[src/hdl/ref_cfg_cfg.svh]
// Behaviour
// RULE1: Reference select bit 0 picks internal (1) or external (0) source.
// RULE2: Offset 0x24 holds all eight low bits of converter A's level code.
// RULE3: Offset 0x25 bit 0 holds code A's top bit; bits 7-1 reserved.
// RULE4: High bit and low byte join into 9-bit code A; 0x1ff gives 2.5 V.
// RULE5: Offset 0x26 holds all eight low bits of converter B's level code.
// RULE6: Offset 0x27 bit 0 holds code B's top bit; upper bits reserved.
// RULE7: High bit and low byte join into 9-bit code B; 0x1ff gives 2.5 V.
// RULE8: Input setup bit 1 selects range: 0 is 1x reference, 1 is 2x.
// RULE9: Input setup bit 0: single-ended (0) or pseudo-differential (1).
// RULE10: Reserved bits read as zero and ignore writes.
`ifndef REF_CFG_CFG_SVH
`define REF_CFG_CFG_SVH

// Register indices; byte address is four times the index
`define IDX_REFERENCE_SOURCE_SELECT 8'h20
`define IDX_REF_LEVEL_A_LOW_BYTE 8'h24
`define IDX_REF_LEVEL_A_HIGH_BIT 8'h25
`define IDX_REF_LEVEL_B_LOW_BYTE 8'h26
`define IDX_REF_LEVEL_B_HIGH_BIT 8'h27
`define IDX_ANALOG_INPUT_SETUP 8'h28

// Implemented widths, fields start at bit 0
`define WIDTH_REFERENCE_SOURCE_SELECT 1
`define WIDTH_REF_LEVEL_LOW_BYTE 8
`define WIDTH_REF_LEVEL_HIGH_BIT 1
`define WIDTH_ANALOG_INPUT_SETUP 2

// Field positions
`define POS_REFERENCE_SOURCE_BIT 0
`define POS_REF_LEVEL_HIGH 0
`define POS_RANGE_DOUBLE 1
`define POS_PSEUDO_DIFF_ENABLE 0

// Reset values
`define RST_REFERENCE_SOURCE_SELECT 8'h00
`define RST_REF_LEVEL_A_LOW_BYTE 8'h00
`define RST_REF_LEVEL_A_HIGH_BIT 8'h00
`define RST_REF_LEVEL_B_LOW_BYTE 8'h00
`define RST_REF_LEVEL_B_HIGH_BIT 8'h00
`define RST_ANALOG_INPUT_SETUP 8'h00

// Bus encodings
`define HTRANS_NONSEQ 2'b10
`define HSIZE_WORD 3'b010
`define HRESP_OKAY 1'b0

`endif

[src/hdl/ref_cfg_pkg.sv]
package ref_cfg_pkg;

    // Gray order along idle, wait, done
    typedef enum logic [1:0] {
        BUS_IDLE = 2'b00,
        BUS_WAIT = 2'b01,
        BUS_DONE = 2'b11
    } bus_state_t;

    typedef enum logic [2:0] {
        SEL_NONE = 3'h0,
        SEL_REF_SOURCE = 3'h1,
        SEL_LEVEL_A_LOW = 3'h2,
        SEL_LEVEL_A_HIGH = 3'h3,
        SEL_LEVEL_B_LOW = 3'h4,
        SEL_LEVEL_B_HIGH = 3'h5,
        SEL_INPUT_SETUP = 3'h6
    } reg_sel_t;

    typedef logic [7:0] reg_byte_t;

endpackage : ref_cfg_pkg

[src/hdl/cfg_byte_reg.sv]
`timescale 1ns/100ps
module cfg_byte_reg
    import ref_cfg_pkg::*;
#(
    parameter int WIDTH = 8,
    parameter reg_byte_t RESET_VALUE = 8'h00
) (
    input wire logic clk_in,
    input wire logic rst_in,
    input wire logic wr_en_in,
    input wire reg_byte_t wr_data_in,
    output reg_byte_t value_out
);

    generate
        if (WIDTH < 1 || WIDTH > 8) begin : g_bad_width
            $error("cfg_byte_reg width must be 1 to 8");
        end
    endgenerate

    logic [WIDTH-1:0] stored;

    always_ff @(posedge clk_in) begin
        if (rst_in) begin
            stored <= RESET_VALUE[WIDTH-1:0];
        end else if (wr_en_in) begin
            stored <= wr_data_in[WIDTH-1:0]; // RULE10
        end
    end

    // Upper bits are not stored at all, so they read zero
    always_comb begin
        value_out = 8'h00;
        value_out[WIDTH-1:0] = stored; // RULE10
    end

endmodule : cfg_byte_reg

[src/hdl/ref_code_join.sv]
`timescale 1ns/100ps
`include "ref_cfg_cfg.svh"
module ref_code_join
    import ref_cfg_pkg::*;
(
    input wire logic clk_in,
    input wire logic rst_in,
    input wire reg_byte_t low_byte_in,
    input wire reg_byte_t high_byte_in,
    output logic [8:0] code_out
);

    // Registered so the code pins come straight from flops
    always_ff @(posedge clk_in) begin
        if (rst_in) begin
            code_out <= 9'h000;
        end else begin
            code_out <= {high_byte_in[`POS_REF_LEVEL_HIGH], low_byte_in};
        end
    end

endmodule : ref_code_join

[src/hdl/adc_reference_input_config_regs.sv]
// Design decision made here: the AHB-Lite interface to the registers.
`timescale 1ns/100ps
`include "ref_cfg_cfg.svh"
module adc_reference_input_config_regs
    import ref_cfg_pkg::*;
#(
    parameter int REG_COUNT = 6
) (
    input wire logic clk_in,
    input wire logic rst_in,
    input wire logic hsel_in,
    input wire logic [31:0] haddr_in,
    input wire logic [1:0] htrans_in,
    input wire logic hwrite_in,
    input wire logic [2:0] hsize_in,
    input wire logic [31:0] hwdata_in,
    input wire logic hready_in,
    output logic [31:0] hrdata_out,
    output logic hreadyout_out,
    output logic hresp_out,
    output logic reference_source_bit_out,
    output logic [8:0] ref_level_code_a_out,
    output logic [8:0] ref_level_code_b_out,
    output logic range_double_out,
    output logic pseudo_diff_enable_bit_out
);

    generate
        if (REG_COUNT != 6) begin : g_bad_count
            $error("register bank is built for six registers");
        end
    endgenerate

    // Byte addresses of the registers
    localparam logic [9:0] ADDR_REF_SOURCE =
        {`IDX_REFERENCE_SOURCE_SELECT, 2'b00};
    localparam logic [9:0] ADDR_LEVEL_A_LOW =
        {`IDX_REF_LEVEL_A_LOW_BYTE, 2'b00};
    localparam logic [9:0] ADDR_LEVEL_A_HIGH =
        {`IDX_REF_LEVEL_A_HIGH_BIT, 2'b00};
    localparam logic [9:0] ADDR_LEVEL_B_LOW =
        {`IDX_REF_LEVEL_B_LOW_BYTE, 2'b00};
    localparam logic [9:0] ADDR_LEVEL_B_HIGH =
        {`IDX_REF_LEVEL_B_HIGH_BIT, 2'b00};
    localparam logic [9:0] ADDR_INPUT_SETUP =
        {`IDX_ANALOG_INPUT_SETUP, 2'b00};

    // A repeated index would alias two registers
    localparam logic [9:0] ADDR_LIST [REG_COUNT] = '{ADDR_REF_SOURCE,
        ADDR_LEVEL_A_LOW, ADDR_LEVEL_A_HIGH, ADDR_LEVEL_B_LOW,
        ADDR_LEVEL_B_HIGH, ADDR_INPUT_SETUP};
    generate
        for (genvar a = 0; a < REG_COUNT; a++) begin : g_addr_chk
            for (genvar b = a + 1; b < REG_COUNT; b++) begin : g_pair
                if (ADDR_LIST[a] == ADDR_LIST[b]) begin : g_dup
                    $error("two registers share one address");
                end
            end
        end
    endgenerate

    // Slot numbers in the register array
    localparam int SLOT_REF_SOURCE = 0;
    localparam int SLOT_LEVEL_A_LOW = 1;
    localparam int SLOT_LEVEL_A_HIGH = 2;
    localparam int SLOT_LEVEL_B_LOW = 3;
    localparam int SLOT_LEVEL_B_HIGH = 4;
    localparam int SLOT_INPUT_SETUP = 5;

    // Decode a byte address to a register select
    function automatic reg_sel_t decode_addr(input logic [31:0] addr);
        reg_sel_t sel;
        sel = SEL_NONE;
        if (addr[31:10] == 22'h000000) begin
            case (addr[9:0])
                ADDR_REF_SOURCE: begin
                    sel = SEL_REF_SOURCE;
                end
                ADDR_LEVEL_A_LOW: begin
                    sel = SEL_LEVEL_A_LOW;
                end
                ADDR_LEVEL_A_HIGH: begin
                    sel = SEL_LEVEL_A_HIGH;
                end
                ADDR_LEVEL_B_LOW: begin
                    sel = SEL_LEVEL_B_LOW;
                end
                ADDR_LEVEL_B_HIGH: begin
                    sel = SEL_LEVEL_B_HIGH;
                end
                ADDR_INPUT_SETUP: begin
                    sel = SEL_INPUT_SETUP;
                end
                default: begin
                    sel = SEL_NONE;
                end
            endcase
        end
        return sel;
    endfunction : decode_addr

    // Slot number in the register array for a select
    function automatic logic [2:0] slot_of(input reg_sel_t sel);
        logic [2:0] slot;
        slot = 3'h0;
        case (sel)
            SEL_REF_SOURCE: begin
                slot = 3'h0;
            end
            SEL_LEVEL_A_LOW: begin
                slot = 3'h1;
            end
            SEL_LEVEL_A_HIGH: begin
                slot = 3'h2;
            end
            SEL_LEVEL_B_LOW: begin
                slot = 3'h3;
            end
            SEL_LEVEL_B_HIGH: begin
                slot = 3'h4;
            end
            SEL_INPUT_SETUP: begin
                slot = 3'h5;
            end
            default: begin
                slot = 3'h0;
            end
        endcase
        return slot;
    endfunction : slot_of

    // Implemented width of each slot
    function automatic int slot_width(input int slot);
        int w;
        w = 8;
        case (slot)
            0: begin
                w = `WIDTH_REFERENCE_SOURCE_SELECT;
            end
            1, 3: begin
                w = `WIDTH_REF_LEVEL_LOW_BYTE;
            end
            2, 4: begin
                w = `WIDTH_REF_LEVEL_HIGH_BIT;
            end
            5: begin
                w = `WIDTH_ANALOG_INPUT_SETUP;
            end
            default: begin
                w = 8;
            end
        endcase
        return w;
    endfunction : slot_width

    // Reset value of each slot
    function automatic reg_byte_t slot_reset(input int slot);
        reg_byte_t r;
        r = 8'h00;
        case (slot)
            0: begin
                r = `RST_REFERENCE_SOURCE_SELECT;
            end
            1: begin
                r = `RST_REF_LEVEL_A_LOW_BYTE;
            end
            2: begin
                r = `RST_REF_LEVEL_A_HIGH_BIT;
            end
            3: begin
                r = `RST_REF_LEVEL_B_LOW_BYTE;
            end
            4: begin
                r = `RST_REF_LEVEL_B_HIGH_BIT;
            end
            5: begin
                r = `RST_ANALOG_INPUT_SETUP;
            end
            default: begin
                r = 8'h00;
            end
        endcase
        return r;
    endfunction : slot_reset

    // Reserved bits must come out of reset as zero
    generate
        for (genvar s = 0; s < REG_COUNT; s++) begin : g_rst_chk
            if ((slot_reset(s) >> slot_width(s)) != 8'h00) begin : g_bad
                $error("reset value sets a reserved bit"); // RULE10
            end
        end
    endgenerate

    bus_state_t state;
    bus_state_t next_state;
    logic accept;
    reg_sel_t held_sel;
    logic held_write;
    logic held_word;
    logic [REG_COUNT-1:0] wr_en;
    reg_byte_t reg_value [REG_COUNT];
    reg_byte_t read_byte;

    // Address phase taken only while the bus is ready
    assign accept = hsel_in && hready_in &&
        (htrans_in == `HTRANS_NONSEQ);

    // One wait state on every transfer: write lands, then read
    // data is registered from settled contents, so a read right
    // after a write always sees it
    always_comb begin
        next_state = state;
        case (state)
            BUS_IDLE: begin
                if (accept) begin
                    next_state = BUS_WAIT;
                end
            end
            BUS_WAIT: begin
                next_state = BUS_DONE;
            end
            BUS_DONE: begin
                if (accept) begin
                    next_state = BUS_WAIT;
                end else begin
                    next_state = BUS_IDLE;
                end
            end
            default: begin
                next_state = BUS_IDLE;
            end
        endcase
    end

    always_ff @(posedge clk_in) begin
        if (rst_in) begin
            state <= BUS_IDLE;
        end else begin
            state <= next_state;
        end
    end

    always_ff @(posedge clk_in) begin
        if (rst_in) begin
            hreadyout_out <= 1'b1;
        end else begin
            hreadyout_out <= (next_state != BUS_WAIT);
        end
    end

    // Every transfer answers OKAY, unmapped ones too
    always_ff @(posedge clk_in) begin
        if (rst_in) begin
            hresp_out <= `HRESP_OKAY;
        end else begin
            hresp_out <= `HRESP_OKAY;
        end
    end

    always_ff @(posedge clk_in) begin
        if (rst_in) begin
            held_sel <= SEL_NONE;
            held_write <= 1'b0;
            held_word <= 1'b0;
        end else if (accept) begin
            held_sel <= decode_addr(haddr_in);
            held_write <= hwrite_in;
            held_word <= (hsize_in == `HSIZE_WORD);
        end
    end

    // Registers: write in the wait cycle, narrower sizes ignored
    generate
        for (genvar i = 0; i < REG_COUNT; i++) begin : g_reg
            assign wr_en[i] = (state == BUS_WAIT) && held_write &&
                held_word && (held_sel != SEL_NONE) &&
                (slot_of(held_sel) == 3'(i));
            cfg_byte_reg #(
                .WIDTH(slot_width(i)),
                .RESET_VALUE(slot_reset(i))
            ) u_reg (
                .clk_in(clk_in),
                .rst_in(rst_in),
                .wr_en_in(wr_en[i]),
                .wr_data_in(hwdata_in[7:0]), // RULE2 RULE5 RULE10
                .value_out(reg_value[i])
            );
        end
    endgenerate

    // Unmapped addresses read zero
    always_comb begin
        read_byte = 8'h00;
        if (held_sel != SEL_NONE) begin
            read_byte = reg_value[slot_of(held_sel)]; // RULE10
        end
    end

    always_ff @(posedge clk_in) begin
        if (rst_in) begin
            hrdata_out <= 32'h00000000;
        end else if (state == BUS_WAIT && !held_write) begin
            hrdata_out <= {24'h000000, read_byte};
        end
    end

    always_ff @(posedge clk_in) begin
        if (rst_in) begin
            reference_source_bit_out <= 1'b0;
        end else begin
            reference_source_bit_out <=
                reg_value[SLOT_REF_SOURCE][`POS_REFERENCE_SOURCE_BIT]; // RULE1
        end
    end

    // Code A pins follow one cycle after either half is written
    ref_code_join u_code_a (
        .clk_in(clk_in),
        .rst_in(rst_in),
        .low_byte_in(reg_value[SLOT_LEVEL_A_LOW]), // RULE2
        .high_byte_in(reg_value[SLOT_LEVEL_A_HIGH]), // RULE3
        .code_out(ref_level_code_a_out) // RULE4
    );

    ref_code_join u_code_b (
        .clk_in(clk_in),
        .rst_in(rst_in),
        .low_byte_in(reg_value[SLOT_LEVEL_B_LOW]), // RULE5
        .high_byte_in(reg_value[SLOT_LEVEL_B_HIGH]), // RULE6
        .code_out(ref_level_code_b_out) // RULE7
    );

    always_ff @(posedge clk_in) begin
        if (rst_in) begin
            range_double_out <= 1'b0;
        end else begin
            range_double_out <=
                reg_value[SLOT_INPUT_SETUP][`POS_RANGE_DOUBLE]; // RULE8
        end
    end

    always_ff @(posedge clk_in) begin
        if (rst_in) begin
            pseudo_diff_enable_bit_out <= 1'b0;
        end else begin
            pseudo_diff_enable_bit_out <=
                reg_value[SLOT_INPUT_SETUP][`POS_PSEUDO_DIFF_ENABLE]; // RULE9
        end
    end

endmodule : adc_reference_input_config_regs

[config.mk]
export PLATFORM = sky130hd
export DESIGN_NAME = adc_reference_input_config_regs
export DESIGN_NICKNAME = d
export VERILOG_FILES = /design/src/hdl/ref_cfg_pkg.sv /design/src/hdl/cfg_byte_reg.sv /design/src/hdl/ref_code_join.sv /design/src/hdl/adc_reference_input_config_regs.sv
export VERILOG_INCLUDE_DIRS = /design/src /design/src/hdl
export SDC_FILE = /design/constraint.sdc
export NUM_CORES = 1
export LEC_CHECK = 0
export ABC_AREA = 1
export BUFFER_PORTS_ARGS = -buffer_cell sky130_fd_sc_hd__buf_4
export CAP_MARGIN = 20
export CORE_ASPECT_RATIO = 0.6
export CORE_MARGIN = 2
export CORE_UTILIZATION = 45
export CTS_BUF_LIST = sky130_fd_sc_hd__clkbuf_16
export DETAILED_ROUTE_END_ITERATION = 7
export GPL_ROUTABILITY_DRIVEN = 0
export PLACE_DENSITY = 0.86
export REMOVE_ABC_BUFFERS = 1
export SETUP_SLACK_MARGIN = 0.5
export SLEW_MARGIN = 20
export SYNTH_ARGS = -nofsm -noshare
export SYNTH_HDL_FRONTEND = slang
export SYNTH_HIERARCHICAL = 1
export SYNTH_SLANG_ARGS = --single-unit
[constraint.sdc]
create_clock -name clk_in -period 1.4 [get_ports clk_in]
set_input_delay 0.14 -clock clk_in [delete_from_list [all_inputs] [get_ports clk_in]]
set_output_delay 0.14 -clock clk_in [all_outputs]
set_load 0.1 [all_outputs]
* Word-level counts from Yosys, hierarchy flattened
Index checks and enable logic that the tools add are counted.
** Operators by class
- Reduce and logical (&&, ||, !) cells :: 17
- Bitwise operators :: 1
- Order comparisons :: 1
- Muxes and demuxes :: 11
- Equal/unequal tests :: 21
** Operators with widths (number)
- 10-bit by 8-bit == test with 1-bit output (second input constant) :: 6
- 8-bit binary-select mux with 3-bit select :: 1
- 8-bit two-way mux :: 3
- 22-bit logical NOT :: 1
- 3-bit case mux with 6 select lines :: 1
- 3-bit by 2-bit == test with 1-bit output (second input constant) :: 5
- 3-bit == test (second input constant) :: 5
- 3-bit case mux with 5 select lines :: 1
- 1-bit logical AND :: 12
- 3-bit two-way mux :: 2
- 2-bit case mux with 3 select lines :: 1
- 2-bit == test (second input constant) :: 2
- 4-bit greater-or-equal comparator (second input constant) :: 1
- 3-bit inverter with 4-bit output :: 1
- 3-bit by 1-bit == test with 1-bit output (second input constant) :: 1
- 3-bit logical NOT :: 1
- 3-bit nonzero test :: 1
- 2-bit by 1-bit == test with 1-bit output (second input constant) :: 1
- 2-bit logical NOT :: 1
- 2-bit two-way mux :: 1
- 2-bit by 1-bit inequality test with 1-bit output (second input constant) :: 1
- 1-bit logical NOT :: 1
- 1-bit two-way mux :: 1
** Storage, ports and cells
- Input port bits :: 74
- Output and inout bits :: 55
- Register bits :: 58
- Logic and storage cells :: 68

* Longest topological paths before layout
- Depth after elaboration :: 8
- Gate-level depth with buffers :: 10
- Depth with buffers taken out :: 9

* Cells and area by module
The synthesis kept the hierarchy.
** Modules (own cells, without submodules)
- adc_reference_input_config_regs :: times used 1, cells an instance 329, area each 1845.5 um2
- cfg_byte_reg at g_reg[1].u_reg ... :: times used 2, cells an instance 51, area each 341.6 um2
- ref_code_join :: times used 2, cells an instance 28, area each 259.0 um2
- cfg_byte_reg at g_reg[0].u_reg ... :: times used 3, cells an instance 16, area each 108.9 um2
- cfg_byte_reg at g_reg[5].u_reg :: times used 1, cells an instance 20, area each 130.1 um2

* Worst setup path before layout
OpenSTA, ideal clock, no wires.
- Kind :: register -> register
- Start :: reg held_sel[0]
- End :: reg g_reg[1].u_reg.stored[6]
- Cell stages (with the launch flop) :: 10
- Library setup time :: 114 ps
- Clock period less this slack :: 1433 ps
- Path buffers :: 3
- Setup slack :: -33 ps
- Data required time :: 1286 ps
- Arrival time :: 1319 ps
- Cells stage by stage :: dfxtp_1 inv_2 buf_4 nand2_2 nor3_1 buf_6 buf_6 nand2_1 nand2_1 nor2_2
** Between the ends
- Word-level cells in the longest chain between the ends :: 4
- Elaborated cells on any way between the ends :: 10
- Classes of those cells :: 6 x eq/ne; 1 x mux; 3 x reduce/logical
** RTL lines
- start, declared :: RTL line adc_reference_input_config_regs.sv:198 : reg_sel_t held_sel;
- start signal, assigned :: RTL line adc_reference_input_config_regs.sv:267 : held_sel <= decode_addr(haddr_in);
- 3-bit == test / 3-bit by 2-bit == test with 1-bit output (equally long branches) :: RTL line adc_reference_input_config_regs.sv:106 : case (sel)
- 3-bit case mux with 5 select lines :: RTL line adc_reference_input_config_regs.sv:106
- 3-bit by 1-bit == test with 1-bit output :: RTL line adc_reference_input_config_regs.sv:278 : (slot_of(held_sel) == 3'(i));
- 1-bit logical AND * :: RTL line adc_reference_input_config_regs.sv:277 : held_word && (held_sel != SEL_NONE) &&
- named net wr_en[1] :: RTL line adc_reference_input_config_regs.sv:201 : logic [REG_COUNT-1:0] wr_en;
- end signal, assigned :: RTL line cfg_byte_reg.sv:25 : stored <= RESET_VALUE[WIDTH-1:0];
- end signal, assigned :: RTL line cfg_byte_reg.sv:27 : stored <= wr_data_in[WIDTH-1:0];
- end, declared :: RTL line cfg_byte_reg.sv:21 : logic [WIDTH-1:0] stored;
The timed path passes the listed nets; every way through them passes the cells marked *.
A chain may end at the register's enable or synchronous reset.

* Final worst setup path
- Start :: reg held_sel[1]
- End :: reg hrdata_out[0]
** Between the ends
- Word-level cells in the longest chain between the ends :: 8
- Elaborated cells on any way between the ends :: 13
- Classes of those cells :: 5 x eq/ne; 6 x mux; 1 x bitwise; 1 x reduce/logical
** RTL lines
- 3-bit == test / 3-bit by 2-bit == test with 1-bit output (equally long branches) :: RTL line adc_reference_input_config_regs.sv:106
- 3-bit case mux with 5 select lines :: RTL line adc_reference_input_config_regs.sv:106
- 3-bit two-way mux :: RTL line adc_reference_input_config_regs.sv:295 : if (held_sel != SEL_NONE) begin
- 3-bit inverter with 4-bit output (implied by the code) :: RTL line adc_reference_input_config_regs.sv:296 : read_byte = reg_value[slot_of(held_sel)];
- 8-bit binary-select mux with 3-bit select :: RTL line adc_reference_input_config_regs.sv:296
- 8-bit two-way mux (implied by the code) (2 in series) :: RTL line adc_reference_input_config_regs.sv:296
- 8-bit two-way mux * :: RTL line adc_reference_input_config_regs.sv:295
- end signal, assigned :: RTL line adc_reference_input_config_regs.sv:304 : hrdata_out <= {24'h000000, read_byte};
- end, declared :: RTL line adc_reference_input_config_regs.sv:18 : output logic [31:0] hrdata_out,
Mark *: on every way between the ends. The rest lies on a longest branch, timed or not. The select of a mux whose other input is x is not followed.

==> impl_metrics.env <==
export IMPL_required_ps=1660
export IMPL_die_x_um=118
export IMPL_drc=0
export IMPL_startpoint="held_sel[1]$_SDFFE_PP0P_"
export IMPL_io_buffers=79
export IMPL_n_fill_cell=512
export IMPL_worst_hold_path_type="input pin to register"
export IMPL_crit_path_max_incr_delay_ps=420
export IMPL_rr_worst_depth=8
export IMPL_whs_ps=99.7
export IMPL_grt_usage_pct=24.3
export IMPL_crit_path_start_kind="register"
export IMPL_cts_buffers_inserted=9
export IMPL_antenna_found_initial=0
export IMPL_grt_max_degree=18
export IMPL_power_internal_uw=3160
export IMPL_start_util_pct=47.4
export IMPL_violations="negative setup slack"
export IMPL_drt_wl_total_um=11400
export IMPL_clkLatencyLatePin_ps=340
export IMPL_h_tree_depth=3
export IMPL_peakVddDrop_v=0.000684
export IMPL_grt_pass1_wl_um=16200
export IMPL_avgRoutedWirePerCell_um=14.8
export IMPL_die_area_mm2=0.00853
export IMPL_max_freq_mhz=663
export IMPL_dp_cells=737
export IMPL_critPathMaxFanout=8
export IMPL_synth_area_per_cell_um2=6.31
export IMPL_slowest_stage="dfxtp_4"
export IMPL_worstPathCellList="buf_6, nand2_1, nand3_4, buf_12, nor2_1, a21oi_1, nand2_2, a21oi_1"
export IMPL_cp_end_kind="register"
export IMPL_drt_pass1_iterations=5
export IMPL_final_antenna_net_count=0
export IMPL_p_sw_share_pct=28.6
export IMPL_cts_root_buf="clkbuf_16"
export IMPL_clk_pin_slew_worst_paths_ps=50
export IMPL_total_leakage_power_uw=0.00247
export IMPL_synthesis_instances=555
export IMPL_synth_cell_type_count=23
export IMPL_row_count=24
export IMPL_cp_arrival_ps=1770
export IMPL_cts_tree="yes"
export IMPL_seqPwrFrac_pct=37.4
export IMPL_layout_nets=736
export IMPL_layout_cells_non_filler=771
export IMPL_setup_viol_count_final=20
export IMPL_setup_slack_ps=-108
export IMPL_fin_worst_skew_ps=8.03
export IMPL_r2r_start="held_sel[1]$_SDFFE_PP0P_"
export IMPL_crit_end="hrdata_out[0]$_SDFFE_PP0P_"
export IMPL_clockPowerShare_pct=48.0
export IMPL_reg2reg_to="hrdata_out[0]$_SDFFE_PP0P_"
export IMPL_ys_warn_count=6
export IMPL_p_per_area_mw_per_mm2=833
export IMPL_vias=3805
export IMPL_min_period_ps=1510
export IMPL_p_switching_uw=1260
export IMPL_grt_pass1_vias=3578
export IMPL_syn_to_final_growth_pct=51.6
export IMPL_drive_gt1_share_pct=39.6
export IMPL_synth_seq_cells=58
export IMPL_cpMostUsedCell="a21oi_1"
export IMPL_antenna_cells=0
export IMPL_hold_viol_final=0
export IMPL_path_class="register to register"
export IMPL_clockBufferDepth=2
export IMPL_coreArea_mm2=0.00739
export IMPL_seq_area_frac_synth_pct=33.1
export IMPL_status="complete, but fails checks"
export IMPL_die_y_um=72.3
export IMPL_holdBufCountCts=0
export IMPL_io_pin_count=129
export IMPL_first_iter_violations=320
export IMPL_via_per_inst=4.94
export IMPL_timing_final_crit_share_pct=108
export IMPL_cts_sinks=58
export IMPL_synth_area_mm2=0.00350
export IMPL_grt_ovfl_total=0
export IMPL_hpwlAfterDp_um=6370
export IMPL_final_max_slew_violation_count=0
export IMPL_reg2reg_setup_slack_ps=-110
export IMPL_rsz0062_at_grt="yes"
export IMPL_cap_violations=0
export IMPL_combPwrFrac_pct=14.6
[power groups by stage]
stage,registers [µW],clock network (µW),logic (µW)
2_1_floorplan,1700,0,410
3_3_place_gp,1690,0,568
3_5_place_dp,1690,0,578
4_1_cts,1650,2130,588
5_1_grt,1650,2200,680
6_report,1660,2120,645
[cell families after synthesis]
kind of cell | share of synthesized area (%)
AOI/OAI and AO/OA | 3.75
buffers and inverters | 27.0
DFF | 33.1
other | 0.536
and+or+nand+nor | 35.6
[how the worst min path moves through the flow]
| stage | start | endpoint | slack, ps | cells after the start |
|---|---|---|---|---|
| after floorplan | rst_in | held_sel[0]$_SDFFE_PP0P_ | 210 | 1 |
| after global placement | g_reg[1].u_reg/value_out[0]$_SDFFE_PP0P_ | u_code_a/code_out[0]$_SDFF_PP0_ | 430 | 2 |
| after detailed placement | g_reg[3].u_reg/value_out[5]$_SDFFE_PP0P_ | u_code_b/code_out[5]$_SDFF_PP0_ | 430 | 2 |
| after CTS | hwrite_in | held_write$_SDFFE_PP0P_ | 90 | 3 |
| after global routing | rst_in | u_code_b/code_out[2]$_SDFF_PP0_ | 130 | 2 |
| final | hwdata_in[2] | g_reg[3].u_reg/value_out[2]$_SDFFE_PP0P_ | 100 | 5 |
[cell type report]
cell class / count / area (µm²) / area share, %
clock buffers: 9 / 225 / 4.24
clock inverters: 7 / 60.1 / 1.13
inverters: 104 / 398 / 7.49
multi-input cells: 369 / 1910 / 35.9
flip-flops and latches: 58 / 1210 / 22.8
well taps: 104 / 130 / 2.45
repair buffers: 119 / 1370 / 25.8
repair inverters: 1 / 8.76 / 0.165
[cell usage after synthesis]
| master | number | area, µm² |
|---|---|---|
| buf_6 | 8 | 90.1 |
| or2_2 | 1 | 6.26 |
| nand3_2 | 1 | 10.0 |
| nor3b_1 | 1 | 7.51 |
| dfxtp_1 | 58 | 1160 |
| nand2_4 | 1 | 11.3 |
| a21oi_1 | 21 | 105 |
| o21ai_4 | 1 | 16.3 |
| nand3_1 | 25 | 125 |
| nand3b_1 | 1 | 7.51 |
| nor3_1 | 8 | 40.0 |
| nand3_4 | 1 | 17.5 |
| buf_4 | 61 | 458 |
| inv_1 | 102 | 383 |
| nor2_1 | 97 | 364 |
| nand4_1 | 17 | 106 |
| conb_1 | 5 | 18.8 |
| nor2_2 | 6 | 37.5 |
| nand2_1 | 130 | 488 |
| o21ai_0 | 2 | 10.0 |
| clkbuf_1 | 2 | 7.51 |
| inv_2 | 2 | 7.51 |
| nand2_2 | 4 | 25.0 |
[flip-flops by register name (all words and copies together), names as in the netlist, 2 cells and up]
register / count
g.u_reg/value_out: 16
u_code_a/code_out: 9
u_code_b/code_out: 9
hrdata_out: 8
g.u_reg/stored: 5
held_sel: 3
state: 2
[per-layer routing]
metal / GRT usage (%) / wire length (µm)
met1: 26.5 / 4440
met2: 43.5 / 5510
met3: 7.86 / 886
met4: 11.9 / 588
met5: 0 / 0
[metrics by stage]
step | util, % | setup TNS, ps | power [µW] | setup WS [ps] | area (µm²)
floorplan | - | -7630 | 2110 | -655 | 3120
CTS | 67.6 | 0 | 4370 | 55.7 | 4990
global placement | 54.9 | -994 | 2260 | -94.9 | 4060
finish | 71.9 | -861 | 4430 | -108 | 5310
detailed placement | 54.9 | -2430 | 2270 | -157 | 4060
global route | 71.9 | -1950 | 4540 | -179 | 5310
[critical path: cells and delay by family, from the launching register on]
family	cells	cell delay, ps
AO/OA/AOI/OAI	2	360
buffers and inverters	2	260
flip-flops	1	420
AND/OR/NAND/NOR	4	380
[what timing repair did]
item | in CTS | in global routing
gates cloned | 2 | 0
buffers inserted | 10 | 6
pin swaps | 20 | 39
endpoints found under the setup margin | 61 | 64
gates resized for setup | 170 | 77
[cell usage in the layout, fill, tap and decap left out, types with 2 or more instances in the layout]
cell type  netlist  routed
nor2_4           0       2
nand2_1        130      88
nor2_2           6      13
nand2_4          1       7
a21oi_1         21      14
buf_4           61      74
dfxtp_2          0      33
dfxtp_1         58      22
nand3_1         25      16
clkinv_1         0       3
a21oi_2          0       7
nor2_1          97      88
nand4_1         17      17
buf_6            8      10
conb_1           5      52
inv_2            2       7
clkinv_2         0       2
nand2_2          4      39
nor3_4           0       4
clkbuf_16        0       9
inv_1          102      96
buf_12           0      35
dfxtp_4          0       3
nor3_1           8       3
nand3_4          1       5
o21ai_0          2       2
nand3_2          1       6
Power figures use the tool's default switching activity.
